$ cat src/shared/cmal_pkg.sv
// constants, command codes and carriers for the mode and address logic
package cmal_pkg;

  // address widths and masks
  localparam int ADDR_W = 24;
  localparam logic [23:0] NORM_ADDR_MASK = 24'h00ffff;
  localparam logic [23:0] ADV_ADDR_MASK = 24'hffffff;
  localparam logic [23:0] VEC_BASE = 24'h000000;
  localparam logic [23:0] IND_AREA_MASK = 24'h0000ff;
  localparam logic [7:0] ADV_RSVD_TOP = 8'h00;
  localparam int VEC_SHIFT_NORM = 1;
  localparam int VEC_SHIFT_ADV = 2;
  localparam logic [31:0] WORD_BYTES = 32'h0000_0002;

  // condition code and extended control layout
  localparam int CCR_I_BIT = 7;
  localparam logic [7:0] CCR_RESET = 8'h80;
  localparam logic [7:0] EXR_RESET = 8'h7f;
  localparam logic [7:0] EXR_ONES = 8'h78;

  // execution states
  localparam int UMUL_B_STATES = 12;
  localparam int UMUL_W_STATES = 20;
  localparam int SMUL_B_STATES = 13;
  localparam int SMUL_W_STATES = 21;
  localparam int MAX_CLK_MHZ = 20;
  localparam int ADD_TIME_NS = 50;
  localparam int ALU_STATES = ADD_TIME_NS * MAX_CLK_MHZ / 1000;
  localparam int SYS_CLK_MHZ = 50;
  localparam int CNT_W = 5;
  localparam int DIV_W = 5;

  // instruction classes handed to the block
  typedef enum logic [3:0] {
    OP_NOP,
    OP_JMP_IND,
    OP_JSR_IND,
    OP_JSR,
    OP_RTS,
    OP_EXCEPT,
    OP_RTE,
    OP_UMUL_B,
    OP_UMUL_W,
    OP_SMUL_B,
    OP_SMUL_W,
    OP_ALU,
    OP_STEP,
    OP_SLEEP,
    OP_LDCCR,
    OP_ACCUM
  } cmal_op_type;

  // command from the instruction decoder
  typedef struct packed {
    cmal_op_type op;
    logic [7:0] abs8;
    logic [7:0] vec;
    logic [23:0] pc;
    logic [31:0] reg_val;
    logic [2:0] step;
    logic dec;
  } cmal_cmd_type;

  // memory word request
  typedef struct packed {
    logic req;
    logic we;
    logic [23:0] addr;
    logic [15:0] wdata;
  } cmal_mem_type;

  // result of a finished command
  typedef struct packed {
    logic done;
    logic illegal;
    logic [23:0] pc;
    logic [31:0] reg_val;
    logic [23:0] ea;
  } cmal_res_type;

endpackage

$ cat src/cmal_addr_unit.sv
// effective address step and mode masking for a general register
`timescale 1ns/1ps
`default_nettype none
module cmal_addr_unit
  import cmal_pkg::*;
(
  // operand
  input wire logic [31:0] reg_val_i,
  input wire logic [2:0] step_i,
  input wire logic dec_i,
  input wire logic advanced_i,
  // results
  output logic [31:0] new_val_o,
  output logic [23:0] ea_o
);
  logic [31:0] step_ext;
  logic [31:0] sum;
  logic [23:0] raw_ea;

  // full width step so a carry or borrow reaches the upper half
  assign step_ext = {29'h0, step_i};
  assign sum = dec_i ? reg_val_i - step_ext : reg_val_i + step_ext;
  assign new_val_o = sum;

  // pre-decrement addresses with the new value, post-increment with old
  assign raw_ea = dec_i ? sum[23:0] : reg_val_i[23:0];
  assign ea_o = advanced_i ? (raw_ea & ADV_ADDR_MASK)
                           : (raw_ea & NORM_ADDR_MASK);
endmodule
`default_nettype wire

$ cat src/cmal_core.sv
// mode selection, stack, indirect branch and timing sequencer of the core
`timescale 1ns/1ps
`default_nettype none
// Operation
// - mode comes from mode pins only
// - normal mode reaches at most 64 kbytes
// - normal mode uses low 16 address bits
// - step carry propagates into upper half
// - normal vectors: 16-bit entries from zero
// - indirect branch: 8-bit address, word target
// - normal indirect operands within 0 to ff
// - call pushes pc; exception pc and ccr
// - advanced mode: 16-Mbyte linear space
// - upper halves usable as independent registers
// - advanced vectors 32 bits, low 24 used
// - advanced indirect longword, top byte zero
// - advanced indirect operands within lowest 256 bytes
// - unsigned multiply: 12 or 20 states
// - signed multiply: 13 or 21 states
// - add and subtract complete in one state
// - no multiply-accumulate register or its instructions
// - sleep enters power-down; clock speed selectable (the selected speed only divides multiply execution states)
// - register seven acts as stack pointer
// - exception entry sets ccr interrupt mask
module cmal_core
  import cmal_pkg::*;
(
  // clock and reset
  input wire logic sys_clk_i,
  input wire logic sys_rst_i,
  input wire logic clk_en_i,
  // mode pin and speed
  input wire logic mode_adv_i,
  input wire logic [1:0] speed_sel_i,
  input wire logic wake_i,
  // command
  input wire cmal_pkg::cmal_cmd_type cmd_i,
  input wire logic cmd_valid_i,
  output logic cmd_ready_o,
  output cmal_pkg::cmal_res_type res_o,
  // memory
  output cmal_pkg::cmal_mem_type mem_o,
  input wire logic mem_ack_i,
  input wire logic [15:0] mem_rdata_i,
  // state
  output logic advanced_o,
  output logic sleep_o,
  output logic [31:0] sp_o,
  output logic [7:0] ccr_o,
  output logic [7:0] exr_o
);
  import cmal_pkg::*;

  typedef enum logic [2:0] {
    ST_IDLE,
    ST_PUSH,
    ST_FETCH,
    ST_POP,
    ST_EXEC,
    ST_SLEEP
  } cmal_state_type;

  cmal_state_type state_q, state_d;
  logic mode_cap_q, adv_q;
  logic [31:0] sp_q;
  logic [7:0] ccr_q, exr_q;
  cmal_op_type op_q;
  logic [15:0] push_w_q [2];
  logic [1:0] words_q;
  logic word_ix_q;
  logic [23:0] fetch_a_q;
  logic [15:0] hi_w_q;
  logic [CNT_W-1:0] st_cnt_q;
  logic [DIV_W-1:0] div_q;
  cmal_res_type res_q;
  logic [31:0] step_val;
  logic [23:0] step_ea;

  cmal_addr_unit u_addr (
    .reg_val_i(cmd_i.reg_val),
    .step_i(cmd_i.step),
    .dec_i(cmd_i.dec),
    .advanced_i(adv_q),
    .new_val_o(step_val),
    .ea_o(step_ea)
  );

  // command decode
  logic take, is_call, is_exc, is_ind, is_ret, is_mul, is_acc, last_word;
  logic mem_done, state_stb;
  logic [23:0] raw_addr, ind_addr, vec_addr, sp_dec, tgt;
  logic [CNT_W-1:0] mul_states;
  logic [DIV_W-1:0] div_max;
  assign take = cmd_valid_i & cmd_ready_o;
  assign is_call = cmd_i.op == OP_JSR || cmd_i.op == OP_JSR_IND;
  assign is_exc = cmd_i.op == OP_EXCEPT;
  assign is_ind = cmd_i.op == OP_JMP_IND || cmd_i.op == OP_JSR_IND;
  assign is_ret = cmd_i.op == OP_RTS || cmd_i.op == OP_RTE;
  assign is_mul = cmd_i.op inside {OP_UMUL_B, OP_UMUL_W, OP_SMUL_B,
                                   OP_SMUL_W};
  assign is_acc = cmd_i.op == OP_ACCUM;
  assign mul_states =
    cmd_i.op == OP_UMUL_B ? CNT_W'(UMUL_B_STATES) :
    cmd_i.op == OP_UMUL_W ? CNT_W'(UMUL_W_STATES) :
    cmd_i.op == OP_SMUL_B ? CNT_W'(SMUL_B_STATES) :
                            CNT_W'(SMUL_W_STATES);

  // indirect operand stays in the lowest 256 bytes in either mode
  assign ind_addr = {16'h0, cmd_i.abs8} & IND_AREA_MASK;
  assign vec_addr = VEC_BASE | (adv_q ?
    ({16'h0, cmd_i.vec} << VEC_SHIFT_ADV) :
    ({16'h0, cmd_i.vec} << VEC_SHIFT_NORM));

  // stack addressing through register seven
  assign sp_dec = sp_q[23:0] - WORD_BYTES[23:0];
  assign raw_addr = (state_q == ST_PUSH) ? sp_dec :
                    (state_q == ST_POP) ? sp_q[23:0] : fetch_a_q;
  assign mem_o.req = state_q inside {ST_PUSH, ST_FETCH, ST_POP};
  assign mem_o.we = state_q == ST_PUSH;
  assign mem_o.addr = adv_q ? (raw_addr & ADV_ADDR_MASK)
                            : (raw_addr & NORM_ADDR_MASK);
  assign mem_o.wdata = push_w_q[word_ix_q];
  assign mem_done = clk_en_i & mem_o.req & mem_ack_i;
  // one-word transfers end at index 0, two-word transfers at index 1
  assign last_word = word_ix_q == (words_q == 2'd2);

  // branch target from the fetched words; top byte treated as zero
  assign tgt = adv_q ? {hi_w_q[7:0], mem_rdata_i}
                     : {8'h00, mem_rdata_i};

  // state strobe from the selected core clock speed
  assign div_max = DIV_W'((1 << speed_sel_i) - 1);
  assign state_stb = clk_en_i && div_q == div_max;

  assign cmd_ready_o = state_q == ST_IDLE && mode_cap_q;
  assign advanced_o = adv_q;
  assign sleep_o = state_q == ST_SLEEP;
  assign sp_o = sp_q;
  assign ccr_o = ccr_q;
  assign exr_o = exr_q | EXR_ONES;
  assign res_o = res_q;

  // next state
  always_comb begin
    state_d = state_q;
    unique case (state_q)
      ST_IDLE: begin
        if (take) begin
          if (is_call || is_exc) begin
            state_d = ST_PUSH;
          end else if (is_ind) begin
            state_d = ST_FETCH;
          end else if (is_ret) begin
            state_d = ST_POP;
          end else if (is_mul) begin
            state_d = ST_EXEC;
          end else if (cmd_i.op == OP_SLEEP) begin
            state_d = ST_SLEEP;
          end
        end
      end
      ST_PUSH: begin
        if (mem_done && last_word) begin
          state_d = (op_q == OP_JSR) ? ST_IDLE : ST_FETCH;
        end
      end
      ST_FETCH, ST_POP: begin
        if (mem_done && last_word) begin
          state_d = ST_IDLE;
        end
      end
      ST_EXEC: begin
        if (state_stb && st_cnt_q == CNT_W'(1)) begin
          state_d = ST_IDLE;
        end
      end
      ST_SLEEP: begin
        if (wake_i) begin
          state_d = ST_IDLE;
        end
      end
    endcase
  end

  // mode capture once after reset release
  always_ff @(posedge sys_clk_i) begin
    if (sys_rst_i) begin
      mode_cap_q <= 1'b0;
      adv_q <= 1'b0;
    end else if (clk_en_i && !mode_cap_q) begin
      mode_cap_q <= 1'b1;
      adv_q <= mode_adv_i;
    end
  end

  // state, divider and execution state counter
  always_ff @(posedge sys_clk_i) begin
    if (sys_rst_i) begin
      state_q <= ST_IDLE;
      div_q <= '0;
      st_cnt_q <= '0;
    end else if (clk_en_i) begin
      state_q <= state_d;
      div_q <= (state_q != ST_EXEC || state_stb) ? '0 : div_q + 1'b1;
      if (take && is_mul) begin
        st_cnt_q <= mul_states;
      end else if (state_q == ST_EXEC && state_stb) begin
        st_cnt_q <= st_cnt_q - 1'b1;
      end
    end
  end

  // command capture: push words, word counts and fetch address
  always_ff @(posedge sys_clk_i) begin
    if (sys_rst_i) begin
      op_q <= OP_NOP;
      words_q <= 2'd0;
      word_ix_q <= 1'b0;
      fetch_a_q <= VEC_BASE;
      push_w_q[0] <= 16'h0;
      push_w_q[1] <= 16'h0;
    end else if (clk_en_i) begin
      if (take) begin
        op_q <= cmd_i.op;
        word_ix_q <= 1'b0;
        fetch_a_q <= is_exc ? vec_addr : ind_addr;
        push_w_q[0] <= cmd_i.pc[15:0];
        if (is_exc) begin
          push_w_q[1] <= adv_q ? {ccr_q, cmd_i.pc[23:16]}
                               : {ccr_q, ccr_q};
          words_q <= 2'd2;
        end else if (is_call) begin
          push_w_q[1] <= {ADV_RSVD_TOP, cmd_i.pc[23:16]};
          words_q <= adv_q ? 2'd2 : 2'd1;
        end else begin
          words_q <= (adv_q || cmd_i.op == OP_RTE) ? 2'd2 : 2'd1;
        end
      end else if (mem_done) begin
        word_ix_q <= ~last_word;
        if (state_q == ST_FETCH) begin
          fetch_a_q <= fetch_a_q + WORD_BYTES[23:0];
        end
        if (state_q == ST_PUSH && last_word) begin
          words_q <= adv_q ? 2'd2 : 2'd1;
        end
      end
    end
  end

  // stack pointer and control registers
  always_ff @(posedge sys_clk_i) begin
    if (sys_rst_i) begin
      sp_q <= 32'h0;
      ccr_q <= CCR_RESET;
      exr_q <= EXR_RESET;
    end else if (clk_en_i) begin
      if (take && is_exc) begin
        ccr_q[CCR_I_BIT] <= 1'b1;
      end else if (take && cmd_i.op == OP_LDCCR) begin
        ccr_q <= cmd_i.reg_val[7:0];
      end else if (take && cmd_i.op == OP_STEP && cmd_i.step != 3'd0) begin
        sp_q <= sp_q;
      end
      if (mem_done && state_q == ST_PUSH) begin
        sp_q <= sp_q - WORD_BYTES;
      end else if (mem_done && state_q == ST_POP) begin
        sp_q <= sp_q + WORD_BYTES;
        if (op_q == OP_RTE && !word_ix_q) begin
          ccr_q <= mem_rdata_i[15:8];
        end
      end
    end
  end

  // first fetched or popped word is the high half
  always_ff @(posedge sys_clk_i) begin
    if (sys_rst_i) begin
      hi_w_q <= 16'h0;
    end else if (mem_done && !word_ix_q) begin
      hi_w_q <= mem_rdata_i;
    end
  end

  // results: branch targets, step values and completion pulse
  always_ff @(posedge sys_clk_i) begin
    if (sys_rst_i) begin
      res_q <= '0;
    end else if (clk_en_i) begin
      res_q.done <= 1'b0;
      res_q.illegal <= 1'b0;
      if (take && cmd_i.op == OP_STEP) begin
        res_q.reg_val <= step_val;
        res_q.ea <= step_ea;
        res_q.done <= 1'b1;
      end else if (take && cmd_i.op == OP_JSR) begin
        res_q.pc <= adv_q ? cmd_i.pc : (cmd_i.pc & NORM_ADDR_MASK);
      end else if (take && (cmd_i.op == OP_ALU || cmd_i.op == OP_NOP
                            || cmd_i.op == OP_LDCCR)) begin
        res_q.done <= 1'b1;
      end else if (take && is_acc) begin
        res_q.done <= 1'b1;
        res_q.illegal <= 1'b1;
      end
      if (mem_done && last_word && state_q != ST_PUSH) begin
        res_q.pc <= tgt;
        res_q.done <= 1'b1;
      end else if (state_q == ST_PUSH && state_d == ST_IDLE) begin
        res_q.done <= 1'b1;
      end else if (state_q == ST_EXEC && state_d == ST_IDLE) begin
        res_q.done <= 1'b1;
      end else if (state_q == ST_SLEEP && wake_i) begin
        res_q.done <= 1'b1;
      end
    end
  end
endmodule
`default_nettype wire

$ cat config.mk
export PLATFORM = sky130hd
export DESIGN_NAME = cmal_core
export DESIGN_NICKNAME = d
export VERILOG_FILES = /design/src/shared/cmal_pkg.sv /design/src/cmal_addr_unit.sv /design/src/cmal_core.sv
export SDC_FILE = /design/constraint.sdc
export NUM_CORES = 1
export LEC_CHECK = 0
export ABC_AREA = 0
export BUFFER_PORTS_ARGS = -buffer_cell sky130_fd_sc_hd__buf_4
export CORE_MARGIN = 10
export CORE_UTILIZATION = 45
export CTS_BUF_LIST = sky130_fd_sc_hd__clkbuf_4 sky130_fd_sc_hd__clkbuf_8
export DETAILED_ROUTE_END_ITERATION = 6
export PLACE_DENSITY = 0.8
export SYNTH_ARGS = -nofsm -noshare
export SYNTH_HDL_FRONTEND = slang
export SYNTH_SLANG_ARGS = --single-unit
$ cat constraint.sdc
create_clock -name sys_clk_i -period 4.69 [get_ports sys_clk_i]
set_clock_uncertainty 0.1 [all_clocks]
set_input_delay 0.2345 -clock sys_clk_i [delete_from_list [all_inputs] [get_ports sys_clk_i]]
set_output_delay 0.2345 -clock sys_clk_i [all_outputs]
set_load 0.01 [all_outputs]
==> impl_metrics.py <==
metrics = {
    "setup_path": {
        "crit_chain": "nand2b_1 -> nor3_4 -> buf_4 -> ha_1 -> nand3_1 -> nor2_1 -> o221ai_1 -> nand3_1 -> a41oi_2 -> o21ai_1 -> nor2_1 -> or4b_1 -> a31oi_1",
        "end_kind": "flop",
        "startpoint": "state_q[0]",
        "crit_arrival_ns": 4.33,
        "crit_path_top_delay_cell": "nor3_4",
        "timing.rr.start": "state_q[0]",
        "crit_fanout": 13,
        "r2r_end": "sp_o[27]",
        "cp.depth": 13,
        "r2r_cells": 13,
        "crit_type": "reg -> reg",
        "reg2reg_slack_ns": 0.71,
        "crit_family": "simple AND/OR/NAND/NOR gates",
        "crit_buf_inv": 1,
        "critPathCapture": "sp_o[27]",
        "required_ns": 5.04,
        "cp-start-kind": "flop",
        "max_stage_delay_ns": 0.64,
    },
    "die": {
        "core_area_sq_mm": 0.0281,
        "fp.dieArea_sq_mm": 0.0359,
        "num_io_pins": 280,
        "num_rows": 61,
        "fp.dieW_microns": 189,
        "die_y_microns": 189,
        "start_util_pct": 46.0,
    },
    "worst_hold_path": {
        "hold_path_class": "in -> reg",
    },
    "power_and_ir_drop": {
        "pwr-share-comb_pct": 15.5,
        "design_power_total_mw": 4.40,
        "p_leak_nw": 7.20,
        "pwr-share-seq_pct": 41.8,
        "sw_frac_of_total_pct": 27.3,
        "power_per_cell_area_mw_per_mm2": 263,
        "switchingPower_mw": 1.20,
        "pwr-share-clk_pct": 42.7,
        "ir_worst_vdd_uv": 278,
        "p_int_mw": 3.20,
    },
    "routing": {
        "drt_iter0_markers": 1092,
        "dr.pass1.iters": 7,
        "vias": 13400,
        "wl_microns": 45600,
        "drcViolationCount": 0,
        "wl_per_cell_microns": 20.0,
        "viasPerCell": 5.88,
        "ant_nets": 0,
    },
    "synthesis": {
        "async_flop_share_pct": 0,
        "synth_commonest_cells": "dfxtp_1 (184), nand2_1 (165), nor2_1 (156)",
        "synthMostInstantiatedCell": "dfxtp_1",
        "avgSynthCellArea_sq_um": 8.28,
        "syn_inst": 1560,
        "syn_area_sq_mm": 0.0129,
        "synth_edf_count": 24,
        "synth_top_cell_area_share_pct": 28.5,
        "synth_seq_cells": 208,
        "ys_warn_count": 0,
        "synth_flop_cell": "dfxtp_1",
        "synth-seq-area-share_pct": 34.1,
        "ys_types": 92,
        "synthTopCellsByArea": "dfxtp_1 (29%), ha_1 (6.5%), edfxtp_1 (5.6%)",
        "yosysTopAreaCell": "dfxtp_1",
    },
    "finish": {
        "fin_nets": 2047,
        "postLayoutCoreUtil_pct": 59.5,
        "syn2layout_area_growth_pct": 29.4,
        "diodes": 0,
        "drive_gt1_share_pct": 21.7,
        "fill_cells": 2440,
    },
    "sta": {
        "slew_viol_final": 0,
        "timing.fmax_ghz": 0.251,
        "hold_viol": 0,
        "rsz0062_at_grt": "no",
        "worst_pin_slew_ns": 1.09,
        "fin_crit_sh_pct": 84.8,
        "post-route-min-period_ns": 3.98,
        "timing.setup.tns_ns": 0,
        "relSlewSlack_pct": 27.0,
        "setup_violations": 0,
    },
    "cts": {
        "root_buffer": "clkbuf_8",
        "cts_tree": "built",
        "cts.clk_slew.worst_paths_ns": 0.06,
        "clockBufferDepth": 3,
        "cts_resized": 0,
        "numCtsBuffers": 39,
        "clock_latency_ns": 0.55,
        "clock-sinks": 208,
        "ctsHtreeMaxLevel": 2,
    },
    "placement": {
        "place_hpwl_microns": 32800,
        "io_buffers": 270,
        "gp_congestion": 0.932,
    },
    "global_route": {
        "grt_antenna_before_repair": 0,
        "grt_max_degree": 85,
        "grtUsageTotal_pct": 24.0,
        "overflow": 0,
        "grt_pass1_vias": 13000,
        "grt_pass1_wl_microns": 71300,
    },
    "run_status": {
        "status": "complete, no violations",
    },
    "flow_run": {
        "drv_cap": 0,
    },
}
## final cells by class
class,count,area [sq um],area share (%)
Multi-Input combinational cell,1221,7960,47.6
Sequential cell,208,4400,26.3
Timing Repair Buffer,365,2920,17.5
Clock buffer,57,709,4.24
Tap cell,378,473,2.83
Inverter,38,143,0.853
Clock inverter,10,110,0.658
## layer usage
metal,track usage (%),routed length (microns),vias to the layer above
met4,10.4,1860,0
met5,0,0,-
met2,40.1,21500,616
met1,29.2,18600,6312
met3,5.07,3660,131
li1,-,-,6329
## cell families after synthesis
logic type | after synthesis | synth area share, %
adder cells (fa/ha/maj) | 69 | 6.80
buffers and inverters | 138 | 4.79
AND/OR/NAND/NOR | 554 | 20.9
multiplexers | 57 | 4.58
AO/OA/AOI/OAI | 452 | 23.4
XOR/XNOR | 80 | 5.42
other | 2 | 0.0581
flip-flops | 208 | 34.1
## flip-flops by register name, indices dropped and copies added (netlist names), named ones only
| name | count |
|---|---|
| push_w_q | 32 |
| sp_o | 31 |
| advanced_o | 1 |
| res_o | 82 |
| div_q | 5 |
| st_cnt_q | 5 |
| ccr_o | 8 |
| fetch_a_q | 24 |
| op_q | 4 |
| words_q | 2 |
| mode_cap_q | 1 |
| hi_w_q | 8 |
| state_q | 3 |
| word_ix_q | 1 |
## metrics by stage
stage	hold slack, ns	setup slack, ns	cells	cell area, sq um
floorplan	0.266	0.620	1567	13000
global placement	0.338	0.967	2137	15200
detailed placement	0.350	0.802	2137	15200
CTS	0.00301	0.756	2277	16700
global route	0.0160	0.453	2277	16700
finish	0.0396	0.714	2277	16700
## how the worst min path moves through the flow
stage                         start   endpoint  slack [ns]  depth (start not counted)
CTS                 mem_rdata_i[15]   ccr_o[7]       0.003                          4
detailed placement        res_o[37]  res_o[37]        0.35                          2
finish                    cmd_i[13]   res_o[9]        0.04                          3
global placement            op_q[3]    op_q[3]        0.34                          2
floorplan                 cmd_i[20]  res_o[16]        0.27                          2
global route              cmd_i[13]   res_o[9]        0.02                          3
## repair_timing
action                    4_1_cts  5_1_grt
hold buffers                   73        0
hold endpoints to repair       92        0
setup buffers                   0        0
## power by group through the flow
stage / Combinational (mW) / Sequential [mW] / Clock, mW
finish: 0.683 / 1.84 / 1.88
global route: 0.737 / 1.84 / 1.99
CTS: 0.669 / 1.84 / 1.91
detailed placement: 0.616 / 1.87 / 0
global placement: 0.604 / 1.87 / 0
floorplan: 0.403 / 1.87 / 0
## layout by cell type (no fill, tap or decap), types with 14 or more instances in the layout
cell | netlist | final
clkbuf_8 | 2 | 45
a21o_1 | 30 | 30
edfxtp_1 | 24 | 24
a21oi_1 | 127 | 126
nand2_1 | 165 | 165
xor2_1 | 36 | 36
and3_1 | 28 | 28
mux2_2 | 17 | 17
and2_1 | 14 | 14
o21ai_0 | 74 | 74
nor2_1 | 156 | 154
inv_1 | 37 | 37
a22oi_1 | 17 | 17
a211oi_1 | 37 | 37
a22o_1 | 24 | 24
xnor2_1 | 44 | 44
nor3_1 | 45 | 44
buf_4 | 11 | 292
nand4_1 | 18 | 18
mux2i_1 | 40 | 40
dlygate4sd3_1 | 0 | 73
a221oi_1 | 17 | 17
nand3_1 | 47 | 47
dfxtp_1 | 184 | 184
ha_1 | 67 | 67
a31oi_1 | 17 | 17
## tightest hold or removal path, cell delays in order
cell	delay (ns)
buf_4	0.13
mux2i_1	0.16
a211oi_1	0.10
Note: power is estimated with default switching activity, not from simulation.
